### src/hw/video_rx_pkg.sv
// Purpose: Shared constants and carrier types for the video lane receiver
// Assumes: 100 MHz ref_clk; lane inputs are asynchronous to it
// Notes: Register offsets are byte addresses on the serial register port
//
// What this block does
// RULE1: Link is 17 data lanes, one clock lane, one CMOS align input.
// RULE2: Source sends six bits per lane for every word.
// RULE3: Clock lane toggles like data; quad rate is 3/4 pixel clock.
// RULE4: Receiver samples lane data on both edges of the lane clock.
// RULE5: Align patterns on lane 7 mark the MSB of each six-bit group.
// RULE6: Sequencer controls come from mode and four window-edge registers.
// RULE7: Array stays black after reset until the blank bit is cleared.
// RULE8: Vertical and horizontal direction bits reverse the scan order.
// RULE9: Input mode low two bits pick quad, dual or single pixel mode.
// RULE10: Each pixel spans four lanes, bit 5 first, RGB packed in order.
// RULE11: Lane 8 carries vsync bit 5, hsync bit 3, pixel valid bit 1.
// RULE12: Quad pixels come from lanes 4-7, 9-12, 0-3, 13-16.
// RULE13: Left, right, top, bottom edge registers set the active window.
// RULE14: Windows smaller than 512 by 512 are widened to 512 by 512.
// RULE15: Every array pixel outside the active window is driven black.
// RULE16: Window lies inside the 2072 by 2072 addressable array.
// RULE17: Window position changes apply through a 16 ms update delay.
// RULE18: Quadrupling doubles rows and columns; input up to 1036 by 1236.
// RULE19: Doubled window is never smaller than 1024 by 1024 array pixels.
// RULE20: Bit 6 of link control at 03h enables pixel quadrupling.
// RULE21: Quadrupling takes its edges from registers 1Ah through 21h.
// RULE22: Dual and single modes ignore unused lanes.

package video_rx_pkg;

	// Link shape
	localparam int NUM_LANES = 17;
	localparam int LANE_BITS = 6;
	localparam int ALIGN_LANE = 7;
	localparam int SYNC_LANE = 8;
	localparam int VSYNC_BIT = 5;
	localparam int HSYNC_BIT = 3;
	localparam int VALID_BIT = 1;
	localparam logic [5:0] ALIGN_PATTERN = 6'h38;

	// Lane groups of each pixel slot
	localparam int PIX0_LANE = 4;
	localparam int PIX1_LANE = 9;
	localparam int PIX2_LANE = 0;
	localparam int PIX3_LANE = 13;

	// Array geometry
	localparam logic [11:0] ARRAY_LAST = 12'h817;
	localparam logic [11:0] MIN_SPAN = 12'h1ff;
	localparam logic [11:0] QUAD_MIN_SPAN = 12'h3ff;
	localparam logic [11:0] QUAD_MAX_COLS = 12'h40c;
	localparam logic [11:0] QUAD_MAX_ROWS = 12'h4d4;

	// Register offsets
	localparam logic [7:0] INPUT_MODE_OFS = 8'h00;
	localparam logic [7:0] DISPLAY_MODE_OFS = 8'h01;
	localparam logic [7:0] LINK_CONTROL_OFS = 8'h03;
	localparam logic [7:0] STATUS_OFS = 8'h04;
	localparam logic [7:0] WINDOW_BASE_OFS = 8'h10;
	localparam logic [7:0] QUAD_WINDOW_BASE_OFS = 8'h1a;
	localparam logic [7:0] EDGE_BYTES = 8'h08;

	// Field positions
	localparam int DISPLAY_BLANK_POS = 0;
	localparam int VERTICAL_DIR_POS = 1;
	localparam int HORIZONTAL_DIR_POS = 2;
	localparam int QUAD_EN_POS = 6;
	localparam int STATUS_ALIGNED_POS = 0;
	localparam int STATUS_PENDING_POS = 1;

	// Reset values
	localparam logic [1:0] INPUT_MODE_RST = 2'h1;
	localparam logic [7:0] DISPLAY_MODE_RST = 8'h01;
	localparam logic [7:0] LINK_CONTROL_RST = 8'h00;
	localparam logic [127:0] EDGE_BYTES_RST =
		128'h04d3_0000_040b_0000_0817_0000_0817_0000;

	// Timing
	localparam int REF_CLK_MHZ = 100;
	localparam int POS_DELAY_MS = 16;
	localparam int POS_DELAY_CYCLES = POS_DELAY_MS * 1000 * REF_CLK_MHZ;

	typedef enum logic [1:0] {
		MODE_DUAL = 2'b00,
		MODE_QUAD = 2'b01,
		MODE_SINGLE = 2'b10,
		MODE_SINGLE_ALT = 2'b11
	} input_mode_type;

	typedef logic [NUM_LANES-1:0][LANE_BITS-1:0] lane_word_type;

	typedef struct packed {
		logic [7:0] red;
		logic [7:0] green;
		logic [7:0] blue;
	} pixel_type;

	typedef struct packed {
		logic [11:0] left;
		logic [11:0] right;
		logic [11:0] top;
		logic [11:0] bottom;
	} window_type;

	typedef struct packed {
		logic prevClk;
		logic [2:0] bitCount;
		lane_word_type shift;
		lane_word_type word;
		logic wordValid;
		logic aligned;
	} deser_state_type;

	typedef struct packed {
		logic [NUM_LANES+1:0] syncMeta;
		logic [NUM_LANES+1:0] syncStable;
		logic [1:0] inputMode;
		logic [7:0] displayMode;
		logic [7:0] linkControl;
		logic [15:0][7:0] edgeBytes;
		window_type normWin;
		window_type quadWin;
		logic pending;
		logic [20:0] delayCount;
		logic [7:0] rdData;
		logic [11:0] colIdx;
		logic [11:0] rowIdx;
		logic prevValid;
		logic prevVsync;
		pixel_type [3:0] pixOut;
		logic [3:0] pixMask;
		logic pixValid;
		logic pixVsync;
		logic pixHsync;
		logic [11:0] pixCol;
		logic [11:0] pixRow;
		logic quadOut;
	} rx_state_type;

endpackage

### src/hw/video_lane_receiver_window_ctrl.sv
// Purpose: Video lane receiver with pixel unpacking and window placement
// Assumes: Register port is the internal side of the serial interface
// Notes: Pixels leave with array addresses and an in-window mask
`timescale 1ns/1ps

module video_lane_receiver_window_ctrl #(
	parameter int DELAY_CYCLES = video_rx_pkg::POS_DELAY_CYCLES
) (
	input wire logic ref_clk,
	input wire logic rst_b,
	input wire logic [16:0] laneData,
	input wire logic laneClk,
	input wire logic alignIn,
	input wire logic [7:0] regAddr,
	input wire logic [7:0] regWrData,
	input wire logic regWrite,
	input wire logic regRead,
	output logic [7:0] regRdData,
	output video_rx_pkg::pixel_type [3:0] pixOut,
	output logic [3:0] pixMask,
	output logic pixValid,
	output logic pixVsync,
	output logic pixHsync,
	output logic [11:0] pixCol,
	output logic [11:0] pixRow,
	output logic quadOut
);

	localparam logic [20:0] DELAY_LAST = 21'(DELAY_CYCLES - 1);

	video_rx_pkg::rx_state_type s;
	video_rx_pkg::rx_state_type next_s;
	video_rx_pkg::lane_word_type laneWord;
	logic wordValid;
	logic aligned;

	// Edge register index, shared by write and read decoding
	function automatic logic [3:0] edgeIndex(input logic [7:0] addr);
		logic [7:0] rel;
		rel = 8'h00;
		if (addr >= video_rx_pkg::QUAD_WINDOW_BASE_OFS) begin
			rel = addr - video_rx_pkg::QUAD_WINDOW_BASE_OFS + 8'h08;
		end else begin
			rel = addr - video_rx_pkg::WINDOW_BASE_OFS;
		end
		return rel[3:0];
	endfunction

	function automatic logic isEdge(input logic [7:0] addr);
		return (addr >= video_rx_pkg::WINDOW_BASE_OFS &&
			addr < video_rx_pkg::WINDOW_BASE_OFS +
			video_rx_pkg::EDGE_BYTES) ||
			(addr >= video_rx_pkg::QUAD_WINDOW_BASE_OFS &&
			addr < video_rx_pkg::QUAD_WINDOW_BASE_OFS +
			video_rx_pkg::EDGE_BYTES);
	endfunction

	// Stretch a span that is too small, staying inside the array;
	// returns {lo, hi} so the reset windows can be folded at elaboration
	function automatic logic [23:0] fixSpan(input logic [11:0] loIn,
			input logic [11:0] hiIn, input logic [11:0] span);
		logic [11:0] lo;
		logic [11:0] hi;
		lo = loIn;
		hi = hiIn;
		if (hi < lo + span) begin
			hi = lo + span; // RULE14 RULE19
		end
		if (hi > video_rx_pkg::ARRAY_LAST) begin
			hi = video_rx_pkg::ARRAY_LAST; // RULE16
			if (lo > hi - span) begin
				lo = hi - span;
			end
		end
		return {lo, hi};
	endfunction

	// Four twelve-bit edges from eight bytes, low byte first
	function automatic video_rx_pkg::window_type buildWindow(
			input logic [15:0][7:0] b, input int base,
			input logic [11:0] span);
		video_rx_pkg::window_type w;
		logic [11:0] l;
		logic [11:0] r;
		logic [11:0] t;
		logic [11:0] m;
		l = {b[base+1][3:0], b[base]};
		r = {b[base+3][3:0], b[base+2]};
		t = {b[base+5][3:0], b[base+4]};
		m = {b[base+7][3:0], b[base+6]};
		{l, r} = fixSpan(l, r, span);
		{t, m} = fixSpan(t, m, span);
		w.left = l;
		w.right = r;
		w.top = t;
		w.bottom = m;
		return w;
	endfunction

	// One pixel from four consecutive lanes; the highest lane of the
	// group carries red, bit 5 of each lane first
	function automatic video_rx_pkg::pixel_type unpack(
			input video_rx_pkg::lane_word_type w, input int b);
		video_rx_pkg::pixel_type p;
		p.red = {w[b+3], w[b+2][5:4]}; // RULE10
		p.green = {w[b+2][3:0], w[b+1][5:2]};
		p.blue = {w[b+1][1:0], w[b]};
		return p;
	endfunction

	function automatic logic [2:0] pixelsPerWord(input logic [1:0] mode);
		case (mode)
			video_rx_pkg::MODE_QUAD: return 3'h4;
			video_rx_pkg::MODE_DUAL: return 3'h2;
			default: return 3'h1;
		endcase
	endfunction

	// Shared window edges as the reset state of the applied windows
	localparam video_rx_pkg::window_type NORM_RST = buildWindow(
		video_rx_pkg::EDGE_BYTES_RST, 0, video_rx_pkg::MIN_SPAN);
	localparam video_rx_pkg::window_type QUAD_RST = buildWindow(
		video_rx_pkg::EDGE_BYTES_RST, 8, video_rx_pkg::QUAD_MIN_SPAN);

	lane_deserializer u_deser (
		.ref_clk(ref_clk),
		.rst_b(rst_b),
		.laneClk(s.syncStable[17]),
		.laneBits(s.syncStable[16:0]),
		.alignLevel(s.syncStable[18]),
		.laneWord(laneWord),
		.wordValid(wordValid),
		.aligned(aligned)
	); // RULE1

	always_comb begin
		video_rx_pkg::window_type win;
		logic quadEn;
		logic blank;
		logic setPending;
		logic vs;
		logic hs;
		logic de;
		logic [2:0] ppw;
		logic [11:0] widthPix;
		logic [11:0] heightPix;
		logic [11:0] colOff;
		logic [11:0] rowOff;
		logic [11:0] k12;
		video_rx_pkg::pixel_type [3:0] px;
		next_s = s;
		win = s.normWin;
		quadEn = s.linkControl[video_rx_pkg::QUAD_EN_POS];
		blank = s.displayMode[video_rx_pkg::DISPLAY_BLANK_POS];
		setPending = 1'b0;
		vs = laneWord[video_rx_pkg::SYNC_LANE][video_rx_pkg::VSYNC_BIT];
		hs = laneWord[video_rx_pkg::SYNC_LANE][video_rx_pkg::HSYNC_BIT];
		de = laneWord[video_rx_pkg::SYNC_LANE][video_rx_pkg::VALID_BIT];
		ppw = pixelsPerWord(s.inputMode);
		px = '0;
		k12 = 12'h000;
		widthPix = 12'h000;
		heightPix = 12'h000;
		colOff = 12'h000;
		rowOff = 12'h000;

		// Two-flop synchroniser for every link pin
		next_s.syncMeta = {alignIn, laneClk, laneData};
		next_s.syncStable = s.syncMeta;

		// Register writes; mode bits act at once, edges wait for the timer
		if (regWrite) begin
			case (regAddr)
				video_rx_pkg::INPUT_MODE_OFS: begin
					next_s.inputMode = regWrData[1:0]; // RULE9
				end
				video_rx_pkg::DISPLAY_MODE_OFS: begin
					next_s.displayMode = regWrData; // RULE7 RULE8
				end
				video_rx_pkg::LINK_CONTROL_OFS: begin
					next_s.linkControl = regWrData; // RULE20
				end
				default: begin
					if (isEdge(regAddr)) begin
						next_s.edgeBytes[edgeIndex(regAddr)] = regWrData;
						setPending = 1'b1; // RULE13 RULE21
					end
				end
			endcase
		end

		// Read data captured one cycle after the strobe
		if (regRead) begin
			case (regAddr)
				video_rx_pkg::INPUT_MODE_OFS: begin
					next_s.rdData = {6'h00, s.inputMode};
				end
				video_rx_pkg::DISPLAY_MODE_OFS: next_s.rdData = s.displayMode;
				video_rx_pkg::LINK_CONTROL_OFS: next_s.rdData = s.linkControl;
				video_rx_pkg::STATUS_OFS: begin
					next_s.rdData = 8'h00;
					next_s.rdData[video_rx_pkg::STATUS_ALIGNED_POS] = aligned;
					next_s.rdData[video_rx_pkg::STATUS_PENDING_POS] =
						s.pending;
				end
				default: begin
					if (isEdge(regAddr)) begin
						next_s.rdData = s.edgeBytes[edgeIndex(regAddr)];
					end else begin
						next_s.rdData = 8'h00;
					end
				end
			endcase
		end

		// Free-running update timer: edge writes pending at an expiry land together,
		// at most once per period; a burst that spans an expiry lands in two steps
		if (s.delayCount == 21'h00000) begin
			next_s.delayCount = DELAY_LAST;
			if (s.pending) begin
				next_s.normWin = buildWindow(s.edgeBytes, 0,
					video_rx_pkg::MIN_SPAN); // RULE17
				next_s.quadWin = buildWindow(s.edgeBytes, 8,
					video_rx_pkg::QUAD_MIN_SPAN);
				next_s.pending = 1'b0;
			end
		end else begin
			next_s.delayCount = s.delayCount - 21'h00001;
		end
		if (setPending) begin
			next_s.pending = 1'b1; // A write beats a same-cycle apply
		end

		// Window in input pixels for the selected mode
		if (quadEn) begin
			win = s.quadWin; // RULE21
			widthPix = 12'((win.right - win.left + 12'h001) >> 1);
			heightPix = 12'((win.bottom - win.top + 12'h001) >> 1);
			if (widthPix > video_rx_pkg::QUAD_MAX_COLS) begin
				widthPix = video_rx_pkg::QUAD_MAX_COLS; // RULE18
			end
			if (heightPix > video_rx_pkg::QUAD_MAX_ROWS) begin
				heightPix = video_rx_pkg::QUAD_MAX_ROWS;
			end
		end else begin
			widthPix = win.right - win.left + 12'h001;
			heightPix = win.bottom - win.top + 12'h001;
		end

		// Slot unpacking; slots the mode does not use stay zero
		px[0] = unpack(laneWord, video_rx_pkg::PIX0_LANE);
		if (ppw != 3'h1) begin
			px[1] = unpack(laneWord, video_rx_pkg::PIX1_LANE); // RULE22
		end
		if (ppw == 3'h4) begin
			px[2] = unpack(laneWord, video_rx_pkg::PIX2_LANE); // RULE12
			px[3] = unpack(laneWord, video_rx_pkg::PIX3_LANE);
		end

		// Word-rate sequencing driven by the sync lane
		next_s.pixValid = 1'b0;
		if (wordValid) begin
			next_s.pixVsync = vs; // RULE11
			next_s.pixHsync = hs;
			next_s.prevVsync = vs;
			next_s.prevValid = de;
			if (vs && !s.prevVsync) begin
				next_s.rowIdx = 12'h000;
				next_s.colIdx = 12'h000;
			end else if (!de && s.prevValid) begin
				next_s.colIdx = 12'h000;
				if (s.rowIdx != 12'hfff) begin
					next_s.rowIdx = s.rowIdx + 12'h001;
				end
			end
			if (de) begin
				next_s.pixValid = 1'b1; // RULE6
				next_s.quadOut = quadEn;
				colOff = quadEn ? {s.colIdx[10:0], 1'b0} : s.colIdx;
				rowOff = quadEn ? {s.rowIdx[10:0], 1'b0} : s.rowIdx;
				next_s.pixCol = s.displayMode[
					video_rx_pkg::HORIZONTAL_DIR_POS] ?
					win.right - colOff : win.left + colOff; // RULE8
				next_s.pixRow = s.displayMode[
					video_rx_pkg::VERTICAL_DIR_POS] ?
					win.bottom - rowOff : win.top + rowOff;
				for (int k = 0; k < 4; k++) begin
					k12 = 12'(k);
					// Outside the window or while blanked the pixel is black
					if (!blank && k12 < 12'(ppw) &&
							s.colIdx + k12 < widthPix &&
							s.rowIdx < heightPix) begin // RULE15 RULE7
						next_s.pixMask[k] = 1'b1;
						next_s.pixOut[k] = px[k];
					end else begin
						next_s.pixMask[k] = 1'b0;
						next_s.pixOut[k] = '0;
					end
				end
				next_s.colIdx = s.colIdx + 12'(ppw);
			end
		end
	end

	// Single state register
	always_ff @(posedge ref_clk or negedge rst_b) begin
		if (!rst_b) begin
			s <= '0;
			s.inputMode <= video_rx_pkg::INPUT_MODE_RST;
			s.displayMode <= video_rx_pkg::DISPLAY_MODE_RST;
			s.linkControl <= video_rx_pkg::LINK_CONTROL_RST;
			s.edgeBytes <= video_rx_pkg::EDGE_BYTES_RST;
			s.normWin <= NORM_RST;
			s.quadWin <= QUAD_RST;
		end else begin
			s <= next_s;
		end
	end

	assign regRdData = s.rdData;
	assign pixOut = s.pixOut;
	assign pixMask = s.pixMask;
	assign pixValid = s.pixValid;
	assign pixVsync = s.pixVsync;
	assign pixHsync = s.pixHsync;
	assign pixCol = s.pixCol;
	assign pixRow = s.pixRow;
	assign quadOut = s.quadOut;

endmodule // video_lane_receiver_window_ctrl

### src/hw/lane_deserializer.sv
// Purpose: Double-edge capture of the synchronised lanes into six-bit words
// Assumes: Inputs already pass two flip-flops on ref_clk
// Notes: Link clock must be well below ref_clk/4 so each edge is seen
`timescale 1ns/1ps

module lane_deserializer (
	input wire logic ref_clk,
	input wire logic rst_b,
	input wire logic laneClk,
	input wire logic [video_rx_pkg::NUM_LANES-1:0] laneBits,
	input wire logic alignLevel,
	output video_rx_pkg::lane_word_type laneWord,
	output logic wordValid,
	output logic aligned
);

	video_rx_pkg::deser_state_type s;
	video_rx_pkg::deser_state_type next_s;
	video_rx_pkg::lane_word_type shifted;

	// Every lane clock edge, either direction, clocks one bit in
	always_comb begin
		next_s = s;
		shifted = s.shift;
		next_s.prevClk = laneClk;
		next_s.wordValid = 1'b0;
		if (laneClk != s.prevClk) begin // RULE4
			for (int i = 0; i < video_rx_pkg::NUM_LANES; i++) begin
				shifted[i] = {s.shift[i][4:0], laneBits[i]}; // RULE2
			end
			next_s.shift = shifted;
			// Pattern hit realigns the word boundary; the pattern itself
			// is not data, so no word leaves on that edge
			if (alignLevel && shifted[video_rx_pkg::ALIGN_LANE] ==
					video_rx_pkg::ALIGN_PATTERN) begin // RULE5
				next_s.bitCount = 3'h0;
				next_s.aligned = 1'b1;
			end else if (s.bitCount == 3'h5) begin
				next_s.bitCount = 3'h0;
				next_s.word = shifted;
				next_s.wordValid = 1'b1;
			end else begin
				next_s.bitCount = s.bitCount + 3'h1;
			end
		end
	end

	// Single state register
	always_ff @(posedge ref_clk or negedge rst_b) begin
		if (!rst_b) begin
			s <= '0;
		end else begin
			s <= next_s;
		end
	end

	assign laneWord = s.word;
	assign wordValid = s.wordValid;
	assign aligned = s.aligned;

endmodule // lane_deserializer

### config.mk
export PLATFORM = sky130hd
export DESIGN_NAME = video_lane_receiver_window_ctrl
export DESIGN_NICKNAME = d
export VERILOG_FILES = /design/src/hw/video_rx_pkg.sv /design/src/hw/video_lane_receiver_window_ctrl.sv /design/src/hw/lane_deserializer.sv
export SDC_FILE = /design/constraint.sdc
export NUM_CORES = 2
export LEC_CHECK = 0
export ABC_CLOCK_PERIOD_IN_PS = 15050
export BUFFER_PORTS_ARGS = -buffer_cell sky130_fd_sc_hd__buf_2
export CORE_MARGIN = 2
export CORE_UTILIZATION = 35
export CTS_CLUSTER_DIAMETER = 120
export CTS_CLUSTER_SIZE = 40
export DETAILED_ROUTE_END_ITERATION = 8
export HOLD_SLACK_MARGIN = 0.02
export PLACE_DENSITY = 0.59
export SYNTH_ARGS = -nofsm -noshare
export SYNTH_HDL_FRONTEND = slang
export SYNTH_SLANG_ARGS = --single-unit
export TNS_END_PERCENT = 10
### constraint.sdc
create_clock -name ref_clk -period 15.05 [get_ports ref_clk]
set_clock_uncertainty 0.2 [all_clocks]
set_input_delay 2.2575 -clock ref_clk [delete_from_list [all_inputs] [get_ports ref_clk]]
set_output_delay 2.2575 -clock ref_clk [all_outputs]
set_load 0.1 [all_outputs]
## Word level (Yosys, flattened, before mapping)

Index checks and enable logic that the tools add are counted.

- $add $sub $neg: 26
- Order comparisons: 30
- Equal/unequal tests: 10
- Multiplexer cells: 76
- Bitwise gates (word level): 2
- Reductions and logical operators: 41

Operators by type and width:

| operator | count |
|---|---|
| two-way mux 12 bit | 32 |
| two-way mux 24 bit | 7 |
| bitwise mux 128 bit | 1 |
| less-than comparator 12 bit | 9 |
| two-way mux 48 bit | 2 |
| adder 12 x 1 -> 12 bit (second input constant) | 6 |
| subtractor 12 bit | 6 |
| greater-than comparator 12 x 11 -> 1 bit (second input constant) | 4 |
| greater-than comparator 12 bit (second input constant) | 4 |
| binary-select mux 8 bit (select 4 bit) | 1 |
| demux 8 bit (select 4 bit) | 1 |
| one-hot mux 8 bit (4 select lines) | 1 |
| two-way mux 28 bit | 1 |
| two-way mux 25 bit | 1 |
| adder 12 x 10 -> 12 bit (second input constant) | 2 |
| adder 12 bit | 2 |
| adder 12 x 2 -> 12 bit (second input constant) | 2 |
| adder 12 x 9 -> 12 bit (second input constant) | 2 |
| two-way mux 4 bit | 6 |
| two-way mux 8 bit | 3 |
| greater-than comparator 11 bit (second input constant) | 2 |
| two-way mux 11 bit | 2 |
| logical NOT 21 bit | 1 |
| two-way mux 21 bit | 1 |
| 38 further kinds | 86 |

- Register bits after elaboration: 656
- Input port bits: 39
- Output and inout port bits: 136

## Logic depth before layout (Yosys ltp)

- Depth after elaboration: 11
- Mapped depth: 25

## By module

Synthesis repeated with hierarchy kept, for this count alone.

- Cell total of the unflattened synthesis: 3721
- Area total of the unflattened synthesis: 37743.7 um2

Modules (own cells, without submodules):

| module | times used | cells an instance | area an instance (um2) |
|---|---|---|---|
| video_lane_receiver_window_ctrl | 1 | 3025 | 29797.3 |
| lane_deserializer | 1 | 696 | 7946.4 |

## Worst setup path before layout

No wires, ideal clock.

- Path type: register -> register
- Start: register s[185] (netlist name)
- End: register s, in the netlist pixOut[85]
- Setup time: 0.065 ns
- Arrival: 4.982 ns
- Required time: 14.785 ns
- Setup slack: 9.803 ns
- Cell stages (with the launch flop): 26
- Buffers on the path: 1
- Period minus slack after synthesis: 5.247 ns
- Cell sequence: dfstp_2 -> inv_1 -> ha_1 -> inv_1 -> ha_1 -> inv_1 -> fa_1 -> nor2b_1 -> o2111ai_1 -> and2_1 -> xnor2_1 -> o311a_1 -> o21a_1 -> o21ai_0 -> o22ai_1 -> ha_1 -> a21o_1 -> a21o_1 -> a21o_1 -> a21oi_1 -> o21ai_0 -> a31oi_1 -> a21oi_4 -> nor4_4 -> buf_6 -> a22o_1

- Word-level cells in the longest chain between the ends: 8

RTL lines:

| item | line | RTL |
|---|---|---|
| from (decl) | video_lane_receiver_window_ctrl.sv:31 | `video_rx_pkg::rx_state_type s;` |
| from (signal assigned) | video_lane_receiver_window_ctrl.sv:316 | `s <= next_s;` |
| subtractor 12 bit (*) | video_lane_receiver_window_ctrl.sv:238 | `heightPix = 12'((win.bottom - win.top + 12'h001) >> 1);` |
| adder 12 x 1 -> 12 bit (*) | video_lane_receiver_window_ctrl.sv:238 |  |
| greater-than comparator 11 bit | video_lane_receiver_window_ctrl.sv:242 | `if (heightPix > video_rx_pkg::QUAD_MAX_ROWS) begin` |
| two-way mux 11 bit (*) | video_lane_receiver_window_ctrl.sv:242 |  |
| two-way mux 12 bit (*) | video_lane_receiver_window_ctrl.sv:235 | `if (quadEn) begin` |
| less-than comparator 12 bit (*) | video_lane_receiver_window_ctrl.sv:292 | `s.rowIdx < heightPix) begin` |
| logical AND 1 bit (*) | video_lane_receiver_window_ctrl.sv:291 | `s.colIdx + k12 < widthPix &&` |
| two-way mux 24 bit (*) | video_lane_receiver_window_ctrl.sv:290 | `if (!blank && k12 < 12'(ppw) &&` |

Mark *: on every way between the ends. The rest lies on a longest branch, timed or not.
A chain may end at the register's enable or synchronous reset.

## Worst setup path after layout

- Start: register s[185] (netlist name)
- End: register s, in the netlist pixOut[90]

Same word-level chain as after synthesis.

==> impl_metrics.ini <==
[worst_setup_path]
slowest_stage = dfstp_2
setup.worst_path.start_class = flop
critPathKind = flop to flop
slowest_delay_ns = 0.56
crit_arrival_ns = 6.36
setup.worst_path.end_class = flop
cp.required_ns = 15.42
worstPathMaxFanout = 25
reg2reg_slack_ns = 9.05
rr_worst_depth = 25

[cts]
cts.hold.buffers_added = 0
cts.path.max_buffers = 3
htreeDepth = 1
cts.clk_slew.worst_paths_ns = 0.12
cts-buffers-inserted = 28
tritoncts = built
cts_num_sinks = 653
cts_resized = 0
clock_latency_ns = 0.66
clock-root-buffer = clkbuf_16
cts_setup_buffers = 0

[global_route]
grt_first_pass_wirelength_mm = 146
use_met2_pct = 27.3
grt_max_degree = 174
track_usage_pct = 17.0
antenna_found_initial = 4
use_met3_pct = 1.81
overflow = 0
grt_pass1_vias = 24260
busiest_layer = met2
grt_use_met1_pct = 25.0

[power_and_ir_drop]
power_frac_seq_pct = 48.7
p_per_area_mw_per_mm2 = 121
vdd_ir_drop_max_mv = 0.109
power_leakage_nw = 18.2
share_comb_of_total_power_pct = 28.7
clock_power_share_pct = 22.6
p_sw_share_pct = 37.5
p_int_w = 0.00296
power_switching_w = 0.00178

[timing]
max_freq_mhz = 167
setup_violations = 0
worstMarginPinSlew_ns = 1.15
layout_worst_path_cycle_share_pct = 39.8
slew_violations = 0
period_needed_ns = 6.00
relSlewSlack_pct = 20.9
finalSetupTns_ns = 0
hold_viol_final = 0
rsz0062_at_grt = false

[outcome]
status = finished, final reports clean

[logic_synthesis]
synth_top_family_by_area = multiplexers
synth_fp_nets = 3644
synthXorXnorAreaFrac_pct = 4.09
synth_edf_count = 0
synthSimpleGateAreaFrac_pct = 9.47
synthTopCellsByArea = dfrtp_1 42%, mux2_2 10%, ha_1 8.2%
yosysWarningCount = 0
synth-seq-area-share_pct = 44.8
synth.mux.area_fraction_pct = 13.8
synth_top_area_share_pct = 41.8
synth_area_mm2 = 0.0366
synthArstFlopShare_pct = 100
syn_inst = 3356
synth_cell_type_count = 94
synth-seq-cells = 653
synth_largest_area_cell = dfrtp_1
synth_compound_area_share_pct = 12.9
synth_fa_ha_area_share_pct = 8.70
yosys_most_used_dff = dfrtp_1
syn_area_per_cell_um2 = 10.9

[floorplanning]
io_pins = 175
die_y_um = 327
fp.coreArea_mm2 = 0.104
die_area_mm2 = 0.107
initial_core_util_pct = 35.3
rows = 118
die_x_um = 327

[detailed_routing]
drtIter0Drc = 1803
viasPerCell = 5.26
drc_errors = 0
firstDrtPassIters = 5
route.vias.total = 24757
drt-total-wl_mm = 92.1
avgRoutedWirePerCell_um = 19.6
ant_nets = 0

[final_layout]
finish.instance_area_mm2 = 0.0390
drive_above_1_share_pct = 21.3
antenna_cells = 0
final_util_pct = 37.6
area_growth_pct = 6.58
layout.nets = 3598

[placement]
gp_congestion = 0.889
port_buffers = 174
dp_hpwl_mm = 67.2
post_dp_cell_area_mm2 = 0.0379

[flow_run]
cap_violations = 0

[worst_hold_path]
hp-class = flop to flop
hold_depth = 0
-- cell usage after synthesis (16+ instances only) --
library cell and instances:
o21ai_0 137, mux2_2 333, buf_4 133, nand2b_1 20, nor2b_1 26, xnor2_1 99
xor2_1 70, or3_1 17, mux2i_1 47, a211oi_1 16, inv_1 160, o31ai_1 16
ha_1 240, a211o_1 18, nor3_1 59, dfstp_2 42, mux4_2 32, nor2_1 156
a31oi_1 23, a22o_1 111, nand4_1 16, o21a_1 23, dfrtp_1 611, a21o_1 43
nand3_1 53, o21ai_1 17, nand2_1 299, o211ai_1 17, a21oi_1 137, clkbuf_1 121
-- path summary, 6_finish.rpt --
path / endpoint / from
max: pixOut[90] / s[185]
min: s[434] / next_s[434]
max reg2reg: pixOut[90] / s[185]
min reg2reg: s[434] / next_s[434]
max in group asynchronous: s[203] / rst_b
min in group asynchronous: pixOut[54] / rst_b
-- critical path, delay by kind of cell, from the launching register on --
kind | cells | cell delay [ns]
flops | 1 | 0.56
xor+xnor | 1 | 0.15
fa+ha+maj | 4 | 1.14
buf+inv | 4 | 0.51
compound gates | 12 | 2.28
simple gates | 4 | 1.07
-- power by group through the flow --
stage                     Combinational, W  Sequential [W]  Clock (W)
after floorplan                    0.00116         0.00226          0
after global placement             0.00135         0.00233          0
after detailed placement           0.00137         0.00235          0
after CTS                          0.00137         0.00231    0.00112
after global routing               0.00147         0.00235    0.00118
final                              0.00136         0.00231    0.00107
-- routing by layer --
metal | routed length, um | part of all wire (%)
met4 | 1510 | 1.6
met5 | 0 | 0
met2 | 42400 | 46
met1 | 44100 | 48
met3 | 4060 | 4.4
-- state kept, by name (all words and copies together) (netlist names), 8 cells and up --
signal / flops
s: 308
regRdData: 8
pixCol: 12
pixOut: 96
u_deser.s: 89
u_deser.laneWord: 99
next_s: 19
pixRow: 12
-- kinds of logic after synthesis --
logic type,after synthesis
AO/OA/AOI/OAI,677
XOR/XNOR,170
adder cells (fa/ha/maj),249
buffers and inverters,446
flip-flops,653
multiplexers,423
AND/OR/NAND/NOR,738
-- stage by stage --
step	hold WS (ns)	setup slack, ns	total power (W)	cells
after floorplan	0.131	9.80	0.00342	3356
after global placement	0.132	9.15	0.00368	4660
after detailed placement	0.136	9.05	0.00371	4660
after CTS	0.161	9.11	0.00480	4707
after global routing	0.164	8.69	0.00499	4707
final	0.158	9.05	0.00474	4707
-- cell type report --
type	instances	area, um^2
clock buffers	31	743
clock inverters	16	372
fillers	10308	64700
inverters	162	608
multi-input cells	2257	18000
flip-flops and latches	653	16400
well taps	1380	1730
repair buffers	208	1150
-- cells in the final DEF, fill, tap and decap left out, types with 22 or more instances in the layout --
cell and count:
mux2i_1 47, mux2_2 333, a22o_1 111, o21a_1 23, nand2_1 297, xnor2_1 99
a31oi_1 22, dfstp_2 42, buf_2 173, a21o_1 43, a21oi_1 137, nand3_1 53
mux4_2 32, nor2b_1 26, nor2_1 156, inv_1 160, dfrtp_1 610, o21ai_0 137
clkbuf_16 29, ha_1 240, xor2_1 69, buf_4 33, nor3_1 57
(Power assumes the default switching activity.)
